`src/rtl/flash_prot_pkg.sv`:
```
package flash_prot_pkg;
	// Protection word store
	localparam int NV_WORDS = 7;
	localparam int WORD_W = 16;
	localparam logic [15:0] WORD_ALL_ONES = 16'hffff;
	localparam logic [15:0] WORD_ALL_ZERO = 16'h0000;
	localparam logic [2:0] WI_XLOW = 3'h0;
	localparam logic [2:0] WI_XHIGH = 3'h1;
	localparam logic [2:0] WI_PLOW = 3'h2;
	localparam logic [2:0] WI_PHIGH = 3'h3;
	localparam logic [2:0] WI_APR0 = 3'h4;
	localparam logic [2:0] WI_APR1L = 3'h5;
	localparam logic [2:0] WI_APR1H = 3'h6;
	localparam logic [2:0] WI_LAST = 3'h6;
	// Implemented bits of each word; the rest read as one
	localparam logic [15:0] MASK_XLOW = 16'h8007;
	localparam logic [15:0] MASK_XHIGH = 16'h0003;
	localparam logic [15:0] MASK_PLOW = 16'h03ff;
	localparam logic [15:0] MASK_PHIGH = 16'h0003;
	localparam logic [15:0] MASK_APR0 = 16'h0003;
	localparam logic [15:0] MASK_APR1 = 16'hffff;
	localparam int FREEZE_BIT = 15;
	localparam int DATA_READ_GUARD_BIT = 0;
	localparam int DEBUG_GUARD_BIT = 1;
	localparam logic [3:0] SECT_XB2 = 4'h3;
	localparam logic [3:0] SECT_XB3 = 4'h2;
	localparam logic [3:0] SECT_PB0 = 4'ha;
	localparam logic [3:0] SECT_PB1 = 4'h2;
	// Register indexes; byte address is four times the index
	localparam int AXI_AW = 22;
	localparam logic [19:0] RI_XLOW = 20'hedfb0;
	localparam logic [19:0] RI_XHIGH = 20'hedfb2;
	localparam logic [19:0] RI_PLOW = 20'hedfb4;
	localparam logic [19:0] RI_PHIGH = 20'hedfb6;
	localparam logic [19:0] RI_APR0 = 20'hedfb8;
	localparam logic [19:0] RI_APR1L = 20'hedfbc;
	localparam logic [19:0] RI_APR1H = 20'hedfbe;
	localparam logic [19:0] RI_CTRL = 20'hedfc0;
	localparam logic [19:0] RI_STATUS = 20'hedfc2;
	localparam logic [19:0] RI_MASK = 20'hedfc4;
	localparam int CTRL_PERM_BIT = 0;
	localparam int ST_W = 4;
	localparam int ST_PROT_SECT_ERR = 0;
	localparam int ST_ACCV = 1;
	localparam int ST_REFUSED = 2;
	localparam int ST_LOADED = 3;
	localparam logic [1:0] RESP_OKAY = 2'h0;
	localparam logic [1:0] RESP_SLVERR = 2'h2;
	typedef enum logic [2:0] {SRC_PRIMARY, SRC_XBANK2, SRC_XBANK3, SRC_IRAM, SRC_XRAM, SRC_EXTMEM} src_t;
	typedef enum logic [2:0] {TGT_PBANK0, TGT_PBANK1, TGT_XBANK2, TGT_XBANK3, TGT_NVCELLS, TGT_OTHER} tgt_t;
	typedef enum logic [1:0] {ACC_READ, ACC_WRITE, ACC_PROG} acc_kind_t;
	typedef struct packed {
		logic valid;
		acc_kind_t kind;
		tgt_t tgt;
		logic [3:0] sector;
		src_t src;
		logic debug;
	} acc_req_t;
	typedef struct packed {
		logic done;
		logic ok;
		logic blocked;
		logic dummy;
	} acc_ans_t;
endpackage : flash_prot_pkg

```
`src/rtl/flash_protection_fuse_logic.sv`:
```
// Contract
// - Copy seven protection words once at reset
// - All protections active until copy completes
// - Refuse protection programming from extension bank two
// - Nonvolatile bits only go from one to zero
// - Bank two sector bits block writes
// - Bank three sector bits block writes
// - Primary bank zero sector bits block writes
// - Primary bank one sector bits block writes
// - Freeze bit blocks writes to protection cells
// - Frozen configuration changes only by temporary unprotection
// - Access guard refuses primary data outside flash
// - Erased debug guard lets debug bypass protections
// - Programmed debug guard disables debug entirely
// - Access guard never blocks extension flash
// - Protection words delivered as all ones
// - Protected program or erase sets error flag
// - Guarded primary read from RAM returns dummy
// - Temporary changes revert to nonvolatile values at reset
//
// The AXI4-Lite slave port was chosen for this implementation.
`timescale 1ns/1ps
`default_nettype none
module flash_protection_fuse_logic
	import flash_prot_pkg::*;
(
	input wire logic aclk,
	input wire logic aresetn,
	input wire logic [AXI_AW-1:0] s_axi_awaddr,
	input wire logic s_axi_awvalid,
	output logic s_axi_awready,
	input wire logic [31:0] s_axi_wdata,
	input wire logic [3:0] s_axi_wstrb,
	input wire logic s_axi_wvalid,
	output logic s_axi_wready,
	output logic [1:0] s_axi_bresp,
	output logic s_axi_bvalid,
	input wire logic s_axi_bready,
	input wire logic [AXI_AW-1:0] s_axi_araddr,
	input wire logic s_axi_arvalid,
	output logic s_axi_arready,
	output logic [31:0] s_axi_rdata,
	output logic [1:0] s_axi_rresp,
	output logic s_axi_rvalid,
	input wire logic s_axi_rready,
	input wire src_t prog_src,
	output logic [2:0] nv_rd_idx,
	output logic nv_rd_en,
	input wire logic [15:0] nv_rd_data,
	output logic nv_prog,
	output logic [2:0] nv_prog_idx,
	output logic [15:0] nv_prog_data,
	input wire acc_req_t acc_req,
	output acc_ans_t acc_ans,
	output logic debug_enable,
	output logic irq
);
	typedef enum logic {LD_RUN, LD_DONE} ld_state_t;

	// Implemented-bit mask of one protection word
	function automatic logic [15:0] word_mask(input logic [2:0] idx);
		unique case (idx)
			WI_XLOW: word_mask = MASK_XLOW;
			WI_XHIGH: word_mask = MASK_XHIGH;
			WI_PLOW: word_mask = MASK_PLOW;
			WI_PHIGH: word_mask = MASK_PHIGH;
			WI_APR0: word_mask = MASK_APR0;
			default: word_mask = MASK_APR1;
		endcase
	endfunction : word_mask

	// Maps a byte address to a protection word; bit 3 flags a hit
	function automatic logic [3:0] word_sel(input logic [AXI_AW-1:0] addr);
		logic [19:0] ri;
		ri = addr[AXI_AW-1:2];
		if (ri == RI_XLOW) word_sel = {1'b1, WI_XLOW};
		else if (ri == RI_XHIGH) word_sel = {1'b1, WI_XHIGH};
		else if (ri == RI_PLOW) word_sel = {1'b1, WI_PLOW};
		else if (ri == RI_PHIGH) word_sel = {1'b1, WI_PHIGH};
		else if (ri == RI_APR0) word_sel = {1'b1, WI_APR0};
		else if (ri == RI_APR1L) word_sel = {1'b1, WI_APR1L};
		else if (ri == RI_APR1H) word_sel = {1'b1, WI_APR1H};
		else word_sel = 4'h0;
	endfunction : word_sel

	// Sector write permission; an out-of-range sector counts as protected
	function automatic logic sector_writable(input logic [NV_WORDS-1:0][15:0] w, input tgt_t tgt,
			input logic [3:0] s);
		unique case (tgt)
			TGT_XBANK2: sector_writable = (s < SECT_XB2) && w[WI_XLOW][s];
			TGT_XBANK3: sector_writable = (s < SECT_XB3) && w[WI_XHIGH][s];
			TGT_PBANK0: sector_writable = (s < SECT_PB0) && w[WI_PLOW][s];
			TGT_PBANK1: sector_writable = (s < SECT_PB1) && w[WI_PHIGH][s];
			TGT_NVCELLS: sector_writable = w[WI_XLOW][FREEZE_BIT];
			default: sector_writable = 1'b1;
		endcase
	endfunction : sector_writable

	function automatic logic from_flash(input src_t s);
		from_flash = (s == SRC_PRIMARY) || (s == SRC_XBANK2) || (s == SRC_XBANK3);
	endfunction : from_flash

	ld_state_t ld_state_r;
	logic [NV_WORDS-1:0][15:0] vol_r;
	logic [NV_WORDS-1:0][15:0] shadow_r;
	logic [NV_WORDS-1:0][15:0] eff;
	logic loaded;
	logic aw_held_r, w_held_r;
	logic [AXI_AW-1:0] awaddr_r;
	logic [31:0] wdata_r;
	logic [3:0] wstrb_r;
	logic perm_r;
	logic [ST_W-1:0] status_r, mask_r, st_set;
	logic wr_fire, wr_hit, wr_refused, wr_is_ctrl, wr_is_status, wr_is_mask;
	logic [2:0] wr_idx;
	logic [15:0] wr_word, vol_nxt;
	logic [3:0] rd_sel;
	logic [19:0] rd_ri;
	logic acc_ok_nxt, acc_block_nxt, acc_dummy_nxt;

	assign loaded = (ld_state_r == LD_DONE);

	// Before the copy ends every guard bit is seen as programmed
	always_comb begin
		for (int i = 0; i < NV_WORDS; i++) begin
			eff[i] = loaded ? vol_r[i] : WORD_ALL_ZERO;
		end
	end

	// Single pass over the cells after reset; never repeated until the next reset
	always_ff @(posedge aclk) begin
		if (!aresetn) begin
			ld_state_r <= LD_RUN;
			nv_rd_idx <= WI_XLOW;
			nv_rd_en <= 1'b1;
		end else begin
			unique case (ld_state_r)
				LD_RUN: begin
					if (nv_rd_idx == WI_LAST) begin
						ld_state_r <= LD_DONE;
						nv_rd_en <= 1'b0;
					end else begin
						nv_rd_idx <= nv_rd_idx + 3'h1;
					end
				end
				LD_DONE: nv_rd_en <= 1'b0;
			endcase
		end
	end

	// Write decode and refusal of the protection-programming operation
	always_comb begin
		wr_fire = aw_held_r && w_held_r && !s_axi_bvalid;
		{wr_hit, wr_idx} = word_sel(awaddr_r);
		wr_is_ctrl = (awaddr_r[AXI_AW-1:2] == RI_CTRL);
		wr_is_status = (awaddr_r[AXI_AW-1:2] == RI_STATUS);
		wr_is_mask = (awaddr_r[AXI_AW-1:2] == RI_MASK);
		wr_word = wdata_r[15:0] | ~word_mask(wr_idx);
		wr_refused = wr_hit && (!loaded || prog_src == SRC_XBANK2
			|| (perm_r && !vol_r[WI_XLOW][FREEZE_BIT]));
		if (perm_r) begin
			vol_nxt = shadow_r[wr_idx] & wr_word;
		end else begin
			vol_nxt = wr_word;
			if (wr_idx == WI_APR0 && !from_flash(prog_src)) begin
				vol_nxt[DATA_READ_GUARD_BIT] = vol_r[WI_APR0][DATA_READ_GUARD_BIT] & wr_word[DATA_READ_GUARD_BIT];
			end
		end
	end

	// Volatile and nonvolatile images; reset restores delivery state then reloads
	always_ff @(posedge aclk) begin
		if (!aresetn) begin
			vol_r <= {NV_WORDS{WORD_ALL_ONES}};
			shadow_r <= {NV_WORDS{WORD_ALL_ONES}};
			nv_prog <= 1'b0;
			nv_prog_idx <= WI_XLOW;
			nv_prog_data <= WORD_ALL_ONES;
		end else begin
			nv_prog <= 1'b0;
			if (ld_state_r == LD_RUN) begin
				vol_r[nv_rd_idx] <= nv_rd_data | ~word_mask(nv_rd_idx);
				shadow_r[nv_rd_idx] <= nv_rd_data | ~word_mask(nv_rd_idx);
			end else if (wr_fire && wr_hit && !wr_refused) begin
				vol_r[wr_idx] <= vol_nxt;
				if (perm_r) begin
					shadow_r[wr_idx] <= vol_nxt;
					nv_prog <= 1'b1;
					nv_prog_idx <= wr_idx;
					nv_prog_data <= vol_nxt;
				end
			end
		end
	end

	// Access checker: one registered answer per request
	always_comb begin
		acc_ok_nxt = 1'b1;
		acc_dummy_nxt = 1'b0;
		if (acc_req.debug) begin
			acc_ok_nxt = eff[WI_APR0][DEBUG_GUARD_BIT];
		end else if (acc_req.kind == ACC_PROG) begin
			acc_ok_nxt = sector_writable(eff, acc_req.tgt, acc_req.sector);
		end else if ((acc_req.tgt == TGT_PBANK0 || acc_req.tgt == TGT_PBANK1)
				&& !eff[WI_APR0][DATA_READ_GUARD_BIT] && !from_flash(acc_req.src)) begin
			acc_ok_nxt = 1'b0;
			acc_dummy_nxt = (acc_req.kind == ACC_READ);
		end
		// Nothing is granted while the copy runs, even unguarded targets
		if (!loaded) begin
			acc_ok_nxt = 1'b0;
		end
		acc_block_nxt = !acc_ok_nxt;
	end

	always_ff @(posedge aclk) begin
		if (!aresetn) begin
			acc_ans <= '0;
		end else begin
			acc_ans.done <= acc_req.valid;
			acc_ans.ok <= acc_req.valid && acc_ok_nxt;
			acc_ans.blocked <= acc_req.valid && acc_block_nxt;
			acc_ans.dummy <= acc_req.valid && acc_dummy_nxt;
		end
	end

	// Debug port stays off until the guard bit is known to be erased
	always_ff @(posedge aclk) begin
		if (!aresetn) begin
			debug_enable <= 1'b0;
		end else begin
			debug_enable <= eff[WI_APR0][DEBUG_GUARD_BIT];
		end
	end

	// Sticky events; a new event beats a same-cycle write-one clear
	always_comb begin
		st_set = '0;
		st_set[ST_PROT_SECT_ERR] = acc_req.valid && !acc_req.debug && acc_req.kind == ACC_PROG && acc_block_nxt;
		st_set[ST_ACCV] = acc_req.valid && !acc_req.debug && acc_req.kind != ACC_PROG && acc_block_nxt;
		st_set[ST_REFUSED] = wr_fire && wr_refused;
		st_set[ST_LOADED] = (ld_state_r == LD_RUN) && (nv_rd_idx == WI_LAST);
	end

	always_ff @(posedge aclk) begin
		if (!aresetn) begin
			status_r <= '0;
			mask_r <= '0;
			perm_r <= 1'b0;
			irq <= 1'b0;
		end else begin
			if (wr_fire && wr_is_status && wstrb_r[0]) begin
				status_r <= (status_r & ~wdata_r[ST_W-1:0]) | st_set;
			end else begin
				status_r <= status_r | st_set;
			end
			if (wr_fire && wr_is_mask && wstrb_r[0]) begin
				mask_r <= wdata_r[ST_W-1:0];
			end
			if (wr_fire && wr_is_ctrl && wstrb_r[0]) begin
				perm_r <= wdata_r[CTRL_PERM_BIT];
			end
			irq <= |((status_r | st_set) & mask_r);
		end
	end

	// AXI write channels: address and data held independently, one write at a time
	always_ff @(posedge aclk) begin
		if (!aresetn) begin
			aw_held_r <= 1'b0;
			w_held_r <= 1'b0;
			s_axi_awready <= 1'b1;
			s_axi_wready <= 1'b1;
			awaddr_r <= '0;
			wdata_r <= '0;
			wstrb_r <= '0;
			s_axi_bvalid <= 1'b0;
			s_axi_bresp <= RESP_OKAY;
		end else begin
			if (s_axi_awvalid && s_axi_awready) begin
				aw_held_r <= 1'b1;
				s_axi_awready <= 1'b0;
				awaddr_r <= s_axi_awaddr;
			end
			if (s_axi_wvalid && s_axi_wready) begin
				w_held_r <= 1'b1;
				s_axi_wready <= 1'b0;
				wdata_r <= s_axi_wdata;
				wstrb_r <= s_axi_wstrb;
			end
			if (wr_fire) begin
				aw_held_r <= 1'b0;
				w_held_r <= 1'b0;
				s_axi_bvalid <= 1'b1;
				s_axi_bresp <= (wr_refused || !(wr_hit || wr_is_ctrl || wr_is_status || wr_is_mask))
					? RESP_SLVERR : RESP_OKAY;
			end
			// Ready returns only after the response is taken, so at most one write is open
			if (s_axi_bvalid && s_axi_bready) begin
				s_axi_bvalid <= 1'b0;
				s_axi_awready <= 1'b1;
				s_axi_wready <= 1'b1;
			end
		end
	end

	// AXI read: answer one cycle after the address is taken
	always_comb begin
		rd_sel = word_sel(s_axi_araddr);
		rd_ri = s_axi_araddr[AXI_AW-1:2];
	end

	always_ff @(posedge aclk) begin
		if (!aresetn) begin
			s_axi_arready <= 1'b1;
			s_axi_rvalid <= 1'b0;
			s_axi_rdata <= '0;
			s_axi_rresp <= RESP_OKAY;
		end else begin
			if (s_axi_arvalid && s_axi_arready) begin
				s_axi_arready <= 1'b0;
				s_axi_rvalid <= 1'b1;
				s_axi_rresp <= RESP_OKAY;
				if (rd_sel[3]) begin
					s_axi_rdata <= {16'h0000, vol_r[rd_sel[2:0]]};
				end else if (rd_ri == RI_CTRL) begin
					s_axi_rdata <= {31'h0, perm_r};
				end else if (rd_ri == RI_STATUS) begin
					s_axi_rdata <= {28'h0, status_r};
				end else if (rd_ri == RI_MASK) begin
					s_axi_rdata <= {28'h0, mask_r};
				end else begin
					s_axi_rdata <= '0;
					s_axi_rresp <= RESP_SLVERR;
				end
			end else if (s_axi_rvalid && s_axi_rready) begin
				s_axi_rvalid <= 1'b0;
				s_axi_arready <= 1'b1;
			end
		end
	end
endmodule : flash_protection_fuse_logic
`default_nettype wire

```
`config.mk`:
```
export PLATFORM = sky130hd
export DESIGN_NAME = flash_protection_fuse_logic
export DESIGN_NICKNAME = d
export VERILOG_FILES = /design/src/rtl/flash_prot_pkg.sv /design/src/rtl/flash_protection_fuse_logic.sv
export SDC_FILE = /design/constraint.sdc
export NUM_CORES = 1
export LEC_CHECK = 0
export BUFFER_PORTS_ARGS = -buffer_cell sky130_fd_sc_hd__buf_4
export CAP_MARGIN = 15
export CORE_MARGIN = 5
export CORE_UTILIZATION = 63
export DETAILED_ROUTE_END_ITERATION = 8
export PLACE_DENSITY = 0.86
export SETUP_SLACK_MARGIN = 0.2
export SYNTH_ARGS = -nofsm -noshare
export SYNTH_HDL_FRONTEND = slang
export SYNTH_SLANG_ARGS = --single-unit
```
`constraint.sdc`:
```
create_clock -name aclk -period 7.1 [get_ports aclk]
set_clock_uncertainty 0.1 [all_clocks]
set_input_delay 0.71 -clock aclk [delete_from_list [all_inputs] [get_ports aclk]]
set_output_delay 0.71 -clock aclk [all_outputs]
set_load 0.05 [all_outputs]
```
==> out/results.txt, run 1 <==
Final Power: 4.392 mW
HPWL after DPL: 38060 um
Synthesis warning total: 0
Initial Utilization: 63.65%
Layout cell share with drive strength beyond 1: 15.69%
Die extent in x: 166.3 um
Post-synth EDFFs: 0
Final setup vio count: 0
Setup crit end kind: flop
GRT Total Usage: 36.57%
Average instance area after synthesis: 8.350 sq um
Clock sinks: 326
Drt first pass iters: 8
Routed via count: 15248
Critical Path Fanout Max: 33
First-pass GRT wire length: 81630 um
Crit path required time: 7.37 ns
Setup ws final: 2.648 ns
Postcts setup bufs: 0
Area contributors post-synth: dfxtp_1, a21oi_1, nor2_1, nand2_1, o21ai_0
WP data arrival: 4.72 ns
Total leakage power: 6.724 nW
Port-buffer cells: 149
Final Hold Viols: 0
WL per Instance: 23.52 um
Nets@finish: 2042
Fin crit period: 4.452 ns
Antenna violations before repair: 0
Clock Root Buffer: clkbuf_16
Dpl ws: 2.825 ns
H-Tree Level Count: 2
RSZ-0062 raised after global routing: false
Placer Congestion: 1.028
Critical path startpoint category: flop
Antenna viol nets, final: 0
DRC Markers: 0
Max-slew headroom at the worst pin: 20.78%
Worst-Margin Slew: 1.184 ns
Layout Cells excl Fill: 2268
Worst skew pair latency: 0.52 ns
GRT overflow: 0
Yosys cell types: 94
Gate Count Post-Synth: 1843
Synth area leader: dfxtp_1
Number of global-route vias before repair: 13989
Final period util: 62.70%
Fmax: 0.2246 GHz
Largest net degree at the start of global routing: 80
Area Growth Syn to Fin: 14.28%
Cells resized by post-CTS repair: 0
Synth Register Bits: 326
Synth async-reset ratio: 0%
CTS Buf Count: 35
Post-synthesis cell area: 15390 sq um
Status: completed
HP Class: in2reg
Max clock buf depth: 3
CTS Hold Buffers Added: 0
Antenna Cells: 0
Clk slew on worst S/H paths: 0.06 ns
Pwr dens: 249.7 nW/um^2
CP Class: reg2reg
Post-DR vias/cell: 6.723
Max-cap check violation count: 0
Post-Place Cells: 2206
Fill cells: 1834
Peak supply drop: 0.2054 mV
Yosys top cell area share: 42.41%
DRT iter0 DRCs: 2426
TNS Setup: 0 ns
Row count: 57
TritonCTS clock tree: done
Die ar.: 27650 sq um
Pins over their slew limit: 0
Die H: 166.3 um
Final non-filler cell area: 17590 sq um
Sequential-to-total area share from yosys stat: 42.41%
Total Wirelength: 53340 um
Ys flop type: dfxtp_1
Core area: 24180 sq um
Post-DP Area: 16440 sq um
I/O pin cnt: 191
through the flow:
step           hold slack (ns)  util [%]
2_1_floorplan           0.3155         -
3_3_place_gp            0.3331     67.99
3_5_place_dp            0.3356     67.99
4_1_cts                 0.2783     72.74
5_1_grt                 0.2785     72.74
6_report                0.2827     72.74
worst paths after layout:
| kind | depth (start not counted) | from | slack [ns] | endpoint |
|---|---|---|---|---|
| max | 9 | awaddr_r[15] | 2.65 | vol_r[73] |
| max reg2reg | 9 | awaddr_r[15] | 2.65 | vol_r[73] |
| min reg2reg | 2 | nv_rd_en | 0.35 | nv_rd_en |
| min | 2 | s_axi_awvalid | 0.28 | s_axi_awready |
cell type report:
type                    instances  area (sq um)  area share [%]
clock inverters                 8         90.09          0.5122
clock buffers                  54          1060           6.026
multi-input cells            1343          8061           45.84
inverters                      42         160.2          0.9106
repair buffers                171          1284           7.299
well taps                     324         405.4           2.305
flip-flops and latches        326          6526           37.11
sequential cells by signal, indices dropped and copies added (netlist names), 3 cells and up:
register      flops
nv_rd_idx         3
status_r          4
vol_r           112
acc_ans           4
mask_r            4
shadow_r        112
nv_prog_idx       3
wdata_r          16
s_axi_rdata      16
awaddr_r         20
nv_prog_data     16
cells in the final DEF (no fill, tap or decap), types with 15 or more instances in the layout:
cell type / netlist / layout
o221ai_1: 22 / 22
buf_4: 23 / 171
dfxtp_1: 326 / 326
a21oi_1: 210 / 209
a211oi_1: 17 / 17
clkbuf_16: 0 / 37
a21o_1: 15 / 15
inv_1: 39 / 39
nand2_1: 179 / 179
nor3_1: 63 / 62
conb_1: 1 / 18
o22a_1: 26 / 26
nor2_1: 226 / 225
o211ai_1: 36 / 36
mux2_2: 18 / 18
nand3_1: 16 / 16
a31oi_1: 43 / 43
mux2i_1: 45 / 45
o21ai_0: 118 / 118
a22o_1: 23 / 23
synthesized netlist by cell type (9+ instances only):
library cell	n
nor4_1	11
clkbuf_1	84
nor2b_1	14
nand3_1	16
nand2b_1	14
o221ai_1	22
a211oi_1	17
and2_1	12
mux2_2	18
o211ai_1	36
mux2i_1	45
and3_1	9
buf_2	29
inv_1	39
dfxtp_1	326
a22o_1	23
nor3_1	63
a31oi_1	43
a221oi_1	11
o21ai_0	118
a21o_1	15
o21a_1	12
o22a_1	26
nor2_1	226
buf_4	23
o22ai_1	12
nand2_1	179
a41oi_1	12
nand4_1	9
a21oi_1	210
a2111oi_0	10
logic make-up after synthesis:
family | synth area share [%]
AO/OA/AOI/OAI | 27.77
XOR/XNOR | 0.05692
adder cells (fa/ha/maj) | 0.2439
buffers and inverters | 5.756
flip-flops | 42.41
multiplexers | 5.122
other | 0.02437
AND/OR/NAND/NOR | 18.62
metal layers:
metal	track usage [%]	routed length, um	share of wire [%]	vias to the layer above
met5	0	0	0	-
met4	12.13	1954	3.7	0
met3	9.498	7402	14	163
met2	53.52	22460	42	1127
met1	52.81	21530	40	7098
li1	-	-	-	6860
power by group:
| group | leakage [nW] | switching [mW] | internal (mW) | total [mW] |
|---|---|---|---|---|
| clock network | 0.570 | 0.738 | 1.10 | 1.84 |
| registers | 2.66 | 0.0825 | 1.92 | 2.01 |
| logic | 3.50 | 0.363 | 0.186 | 0.549 |
critical path, stage by stage (launching register included):
cell and delay [ns]:
dfxtp_1 0.32, nand4b_1 0.55, or4_1 0.65, buf_4 0.27, nor2_2 0.54, nand3_1 0.25, a21oi_2 0.82, nand2_1 0.43
o22ai_1 0.26, nand2_1 0.08
Power figures use the tool's default switching activity.
==> run 2: changes to the inputs <==
CORE_UTILIZATION = 58   (was 63)
PLACE_DENSITY = 0.8   (was 0.86)
clock period = 4.25 ns   (was 7.1 ns; I/O delays follow)
==> out/results.txt, run 2 (synthesis gave the netlist of run 1 again) <==
Status: completed
Port-buffer cells: 149 (unchanged)
CTS Buf Count: 36 (+2.9%)
Worst skew pair latency: 0.52 ns (about the same)
Area Growth Syn to Fin: 16.38%
Critical path startpoint category: flop
Max-slew headroom at the worst pin: 23.97% (+3.2 points)
WP data arrival: 4.16 ns (-0.56 ns)
Antenna Cells: 0 (unchanged)
Critical Path Fanout Max: 34 (+3.0%)
Dpl ws: 0.6137 ns (-2.211 ns)
H-Tree Level Count: 2 (unchanged)
Max-cap check violation count: 0 (unchanged)
Total Wirelength: 55830 um (+4.7%)
Most common cell after layout, fill and taps aside: dfxtp_1
First-pass GRT wire length: 85350 um (+4.6%)
RSZ-0062 raised after global routing: false
Die ar.: 29890 sq um (+8.1%)
Antenna viol nets, final: 0 (unchanged)
Postcts setup bufs: 0 (unchanged)
Crit path required time: 4.60 ns (-2.77 ns)
Layout cell share with drive strength beyond 1: 17.23% (+1.5 points)
Nets@finish: 2078 (+1.8%)
Fmax: 0.2626 GHz (+17%)
I/O pin cnt: 191 (unchanged)
DRC Markers: 0 (unchanged)
Biggest regs: shadow_r (112), vol_r (112), awaddr_r (20)
Antenna violations before repair: 0 (unchanged)
Pwr dens: 414.4 nW/um^2 (+66%)
Row count: 59 (+3.5%)
TritonCTS clock tree: done
Clock sinks: 326 (unchanged)
Initial Utilization: 59.06% (-4.6 points)
Total leakage power: 6.899 nW (+2.6%)
Die H: 172.9 um (+4.0%)
Placer Congestion: 1.018 (-1.0%)
HPWL after DPL: 40490 um (+6.4%)
Layout Cells excl Fill: 2314 (+2.0%)
Commonest non-fill, non-tap cells in the layout: dfxtp_1, nor2_1, a21oi_1, buf_4, nand2_1
Final non-filler cell area: 17910 sq um (+1.8%)
CP Class: reg2reg
Clock Root Buffer: clkbuf_16
Fin crit period: 3.809 ns (-0.6431 ns)
TNS Setup: 0 ns (unchanged)
GRT overflow: 0 (unchanged)
Post-DP Area: 16700 sq um (+1.6%)
Pins over their slew limit: 0 (unchanged)
Setup crit end kind: flop
Final Hold Viols: 0 (unchanged)
Core area: 26060 sq um (+7.8%)
Drt first pass iters: 9 (+1)
Peak supply drop: 0.4775 mV (+130%)
DRT iter0 DRCs: 2126 (-12%)
Final period util: 89.62% (+27 points)
Die extent in x: 172.9 um (+4.0%)
Routed via count: 15374 (+0.83%)
Max clock buf depth: 3 (unchanged)
Setup ws final: 0.4413 ns (-2.207 ns)
Clk slew on worst S/H paths: 0.06 ns (about the same)
HP Class: in2reg
Post-Place Cells: 2250 (+2.0%)
Largest net degree at the start of global routing: 76 (-5.0%)
Number of global-route vias before repair: 14475 (+3.5%)
Post-DR vias/cell: 6.644 (-1.2%)
WL per Instance: 24.13 um (+2.6%)
Final setup vio count: 0 (unchanged)
Worst-Margin Slew: 1.136 ns (-0.04770 ns)
GRT Total Usage: 35.47% (-1.1 points)
[run 2: cell types whose count changed in the layout (fill, tap and decap cells not counted), sizes merged]
cell         change
buf             +34
bufinv           +1
clkbuf           -5
clkinv           -2
clkinvlp         +4
dlygate4sd3      +1
inv              +2
[run 2: path summary, 6_finish.rpt]
path / slack, ns / cells past startpoint / start / endpoint
setup / recovery: 0.44 / 8 / awaddr_r[4] / shadow_r[64]
hold / removal: 0.01 / 2 / s_axi_wvalid / s_axi_wready
setup reg to reg: 0.44 / 8 / awaddr_r[4] / shadow_r[64]
hold reg to reg: 0.35 / 2 / nv_rd_en / nv_rd_en
[run 2: layout make-up]
class / count / area, sq um
clock buffer: 49 / 1031
clock inverter: 13 / 157.7
fill: 2147 / 8148
inverter: 42 / 160.2
multi-input combinational: 1343 / 8055
sequential: 326 / 6526
tap: 335 / 419.2
timing repair buffer: 206 / 1562
[run 2: power breakdown]
part           total (mW)  switching [mW]  internal, mW
combinational       0.925           0.609         0.316
sequential           3.36           0.149          3.21
clock                3.14            1.25          1.89
total                7.42            2.01          5.41
[run 2: critical path: stages (launching register included)]
cell and delay, ns:
dfxtp_1 0.62, nand4b_4 0.20, nor3_2 0.47, a22oi_4 0.40, a31oi_1 0.34, a41oi_1 0.17, or2_1 0.35, a2111oi_0 0.83
o32a_1 0.27
[run 2: what timing repair did]
item / CTS / global route
hold buffers: 1 / 0
resized for setup: 0 / 0
endpoints found under the hold margin: 1 / 0
[run 2: per-stage QoR]
step / hold WS, ns / power (mW) / utilization [%]
after CTS: 0.003197 / 7.400 / 68.70
after floorplan: 0.3155 / 3.975 / -
after global routing: 0.02430 / 7.658 / 68.73
after detailed placement: 0.3323 / 4.308 / 64.10
after global placement: 0.3345 / 4.290 / 64.10
final: 0.01272 / 7.423 / 68.73
[run 2: per-layer routing]
layer  vias up  global-route usage, %  wire, um
met2      1008                  52.48     23870
li1       6943                      -         -
met4         0                  10.12      1628
met3       122                  10.61      7150
met5         -                      0         0
met1      7301                  50.41     23180
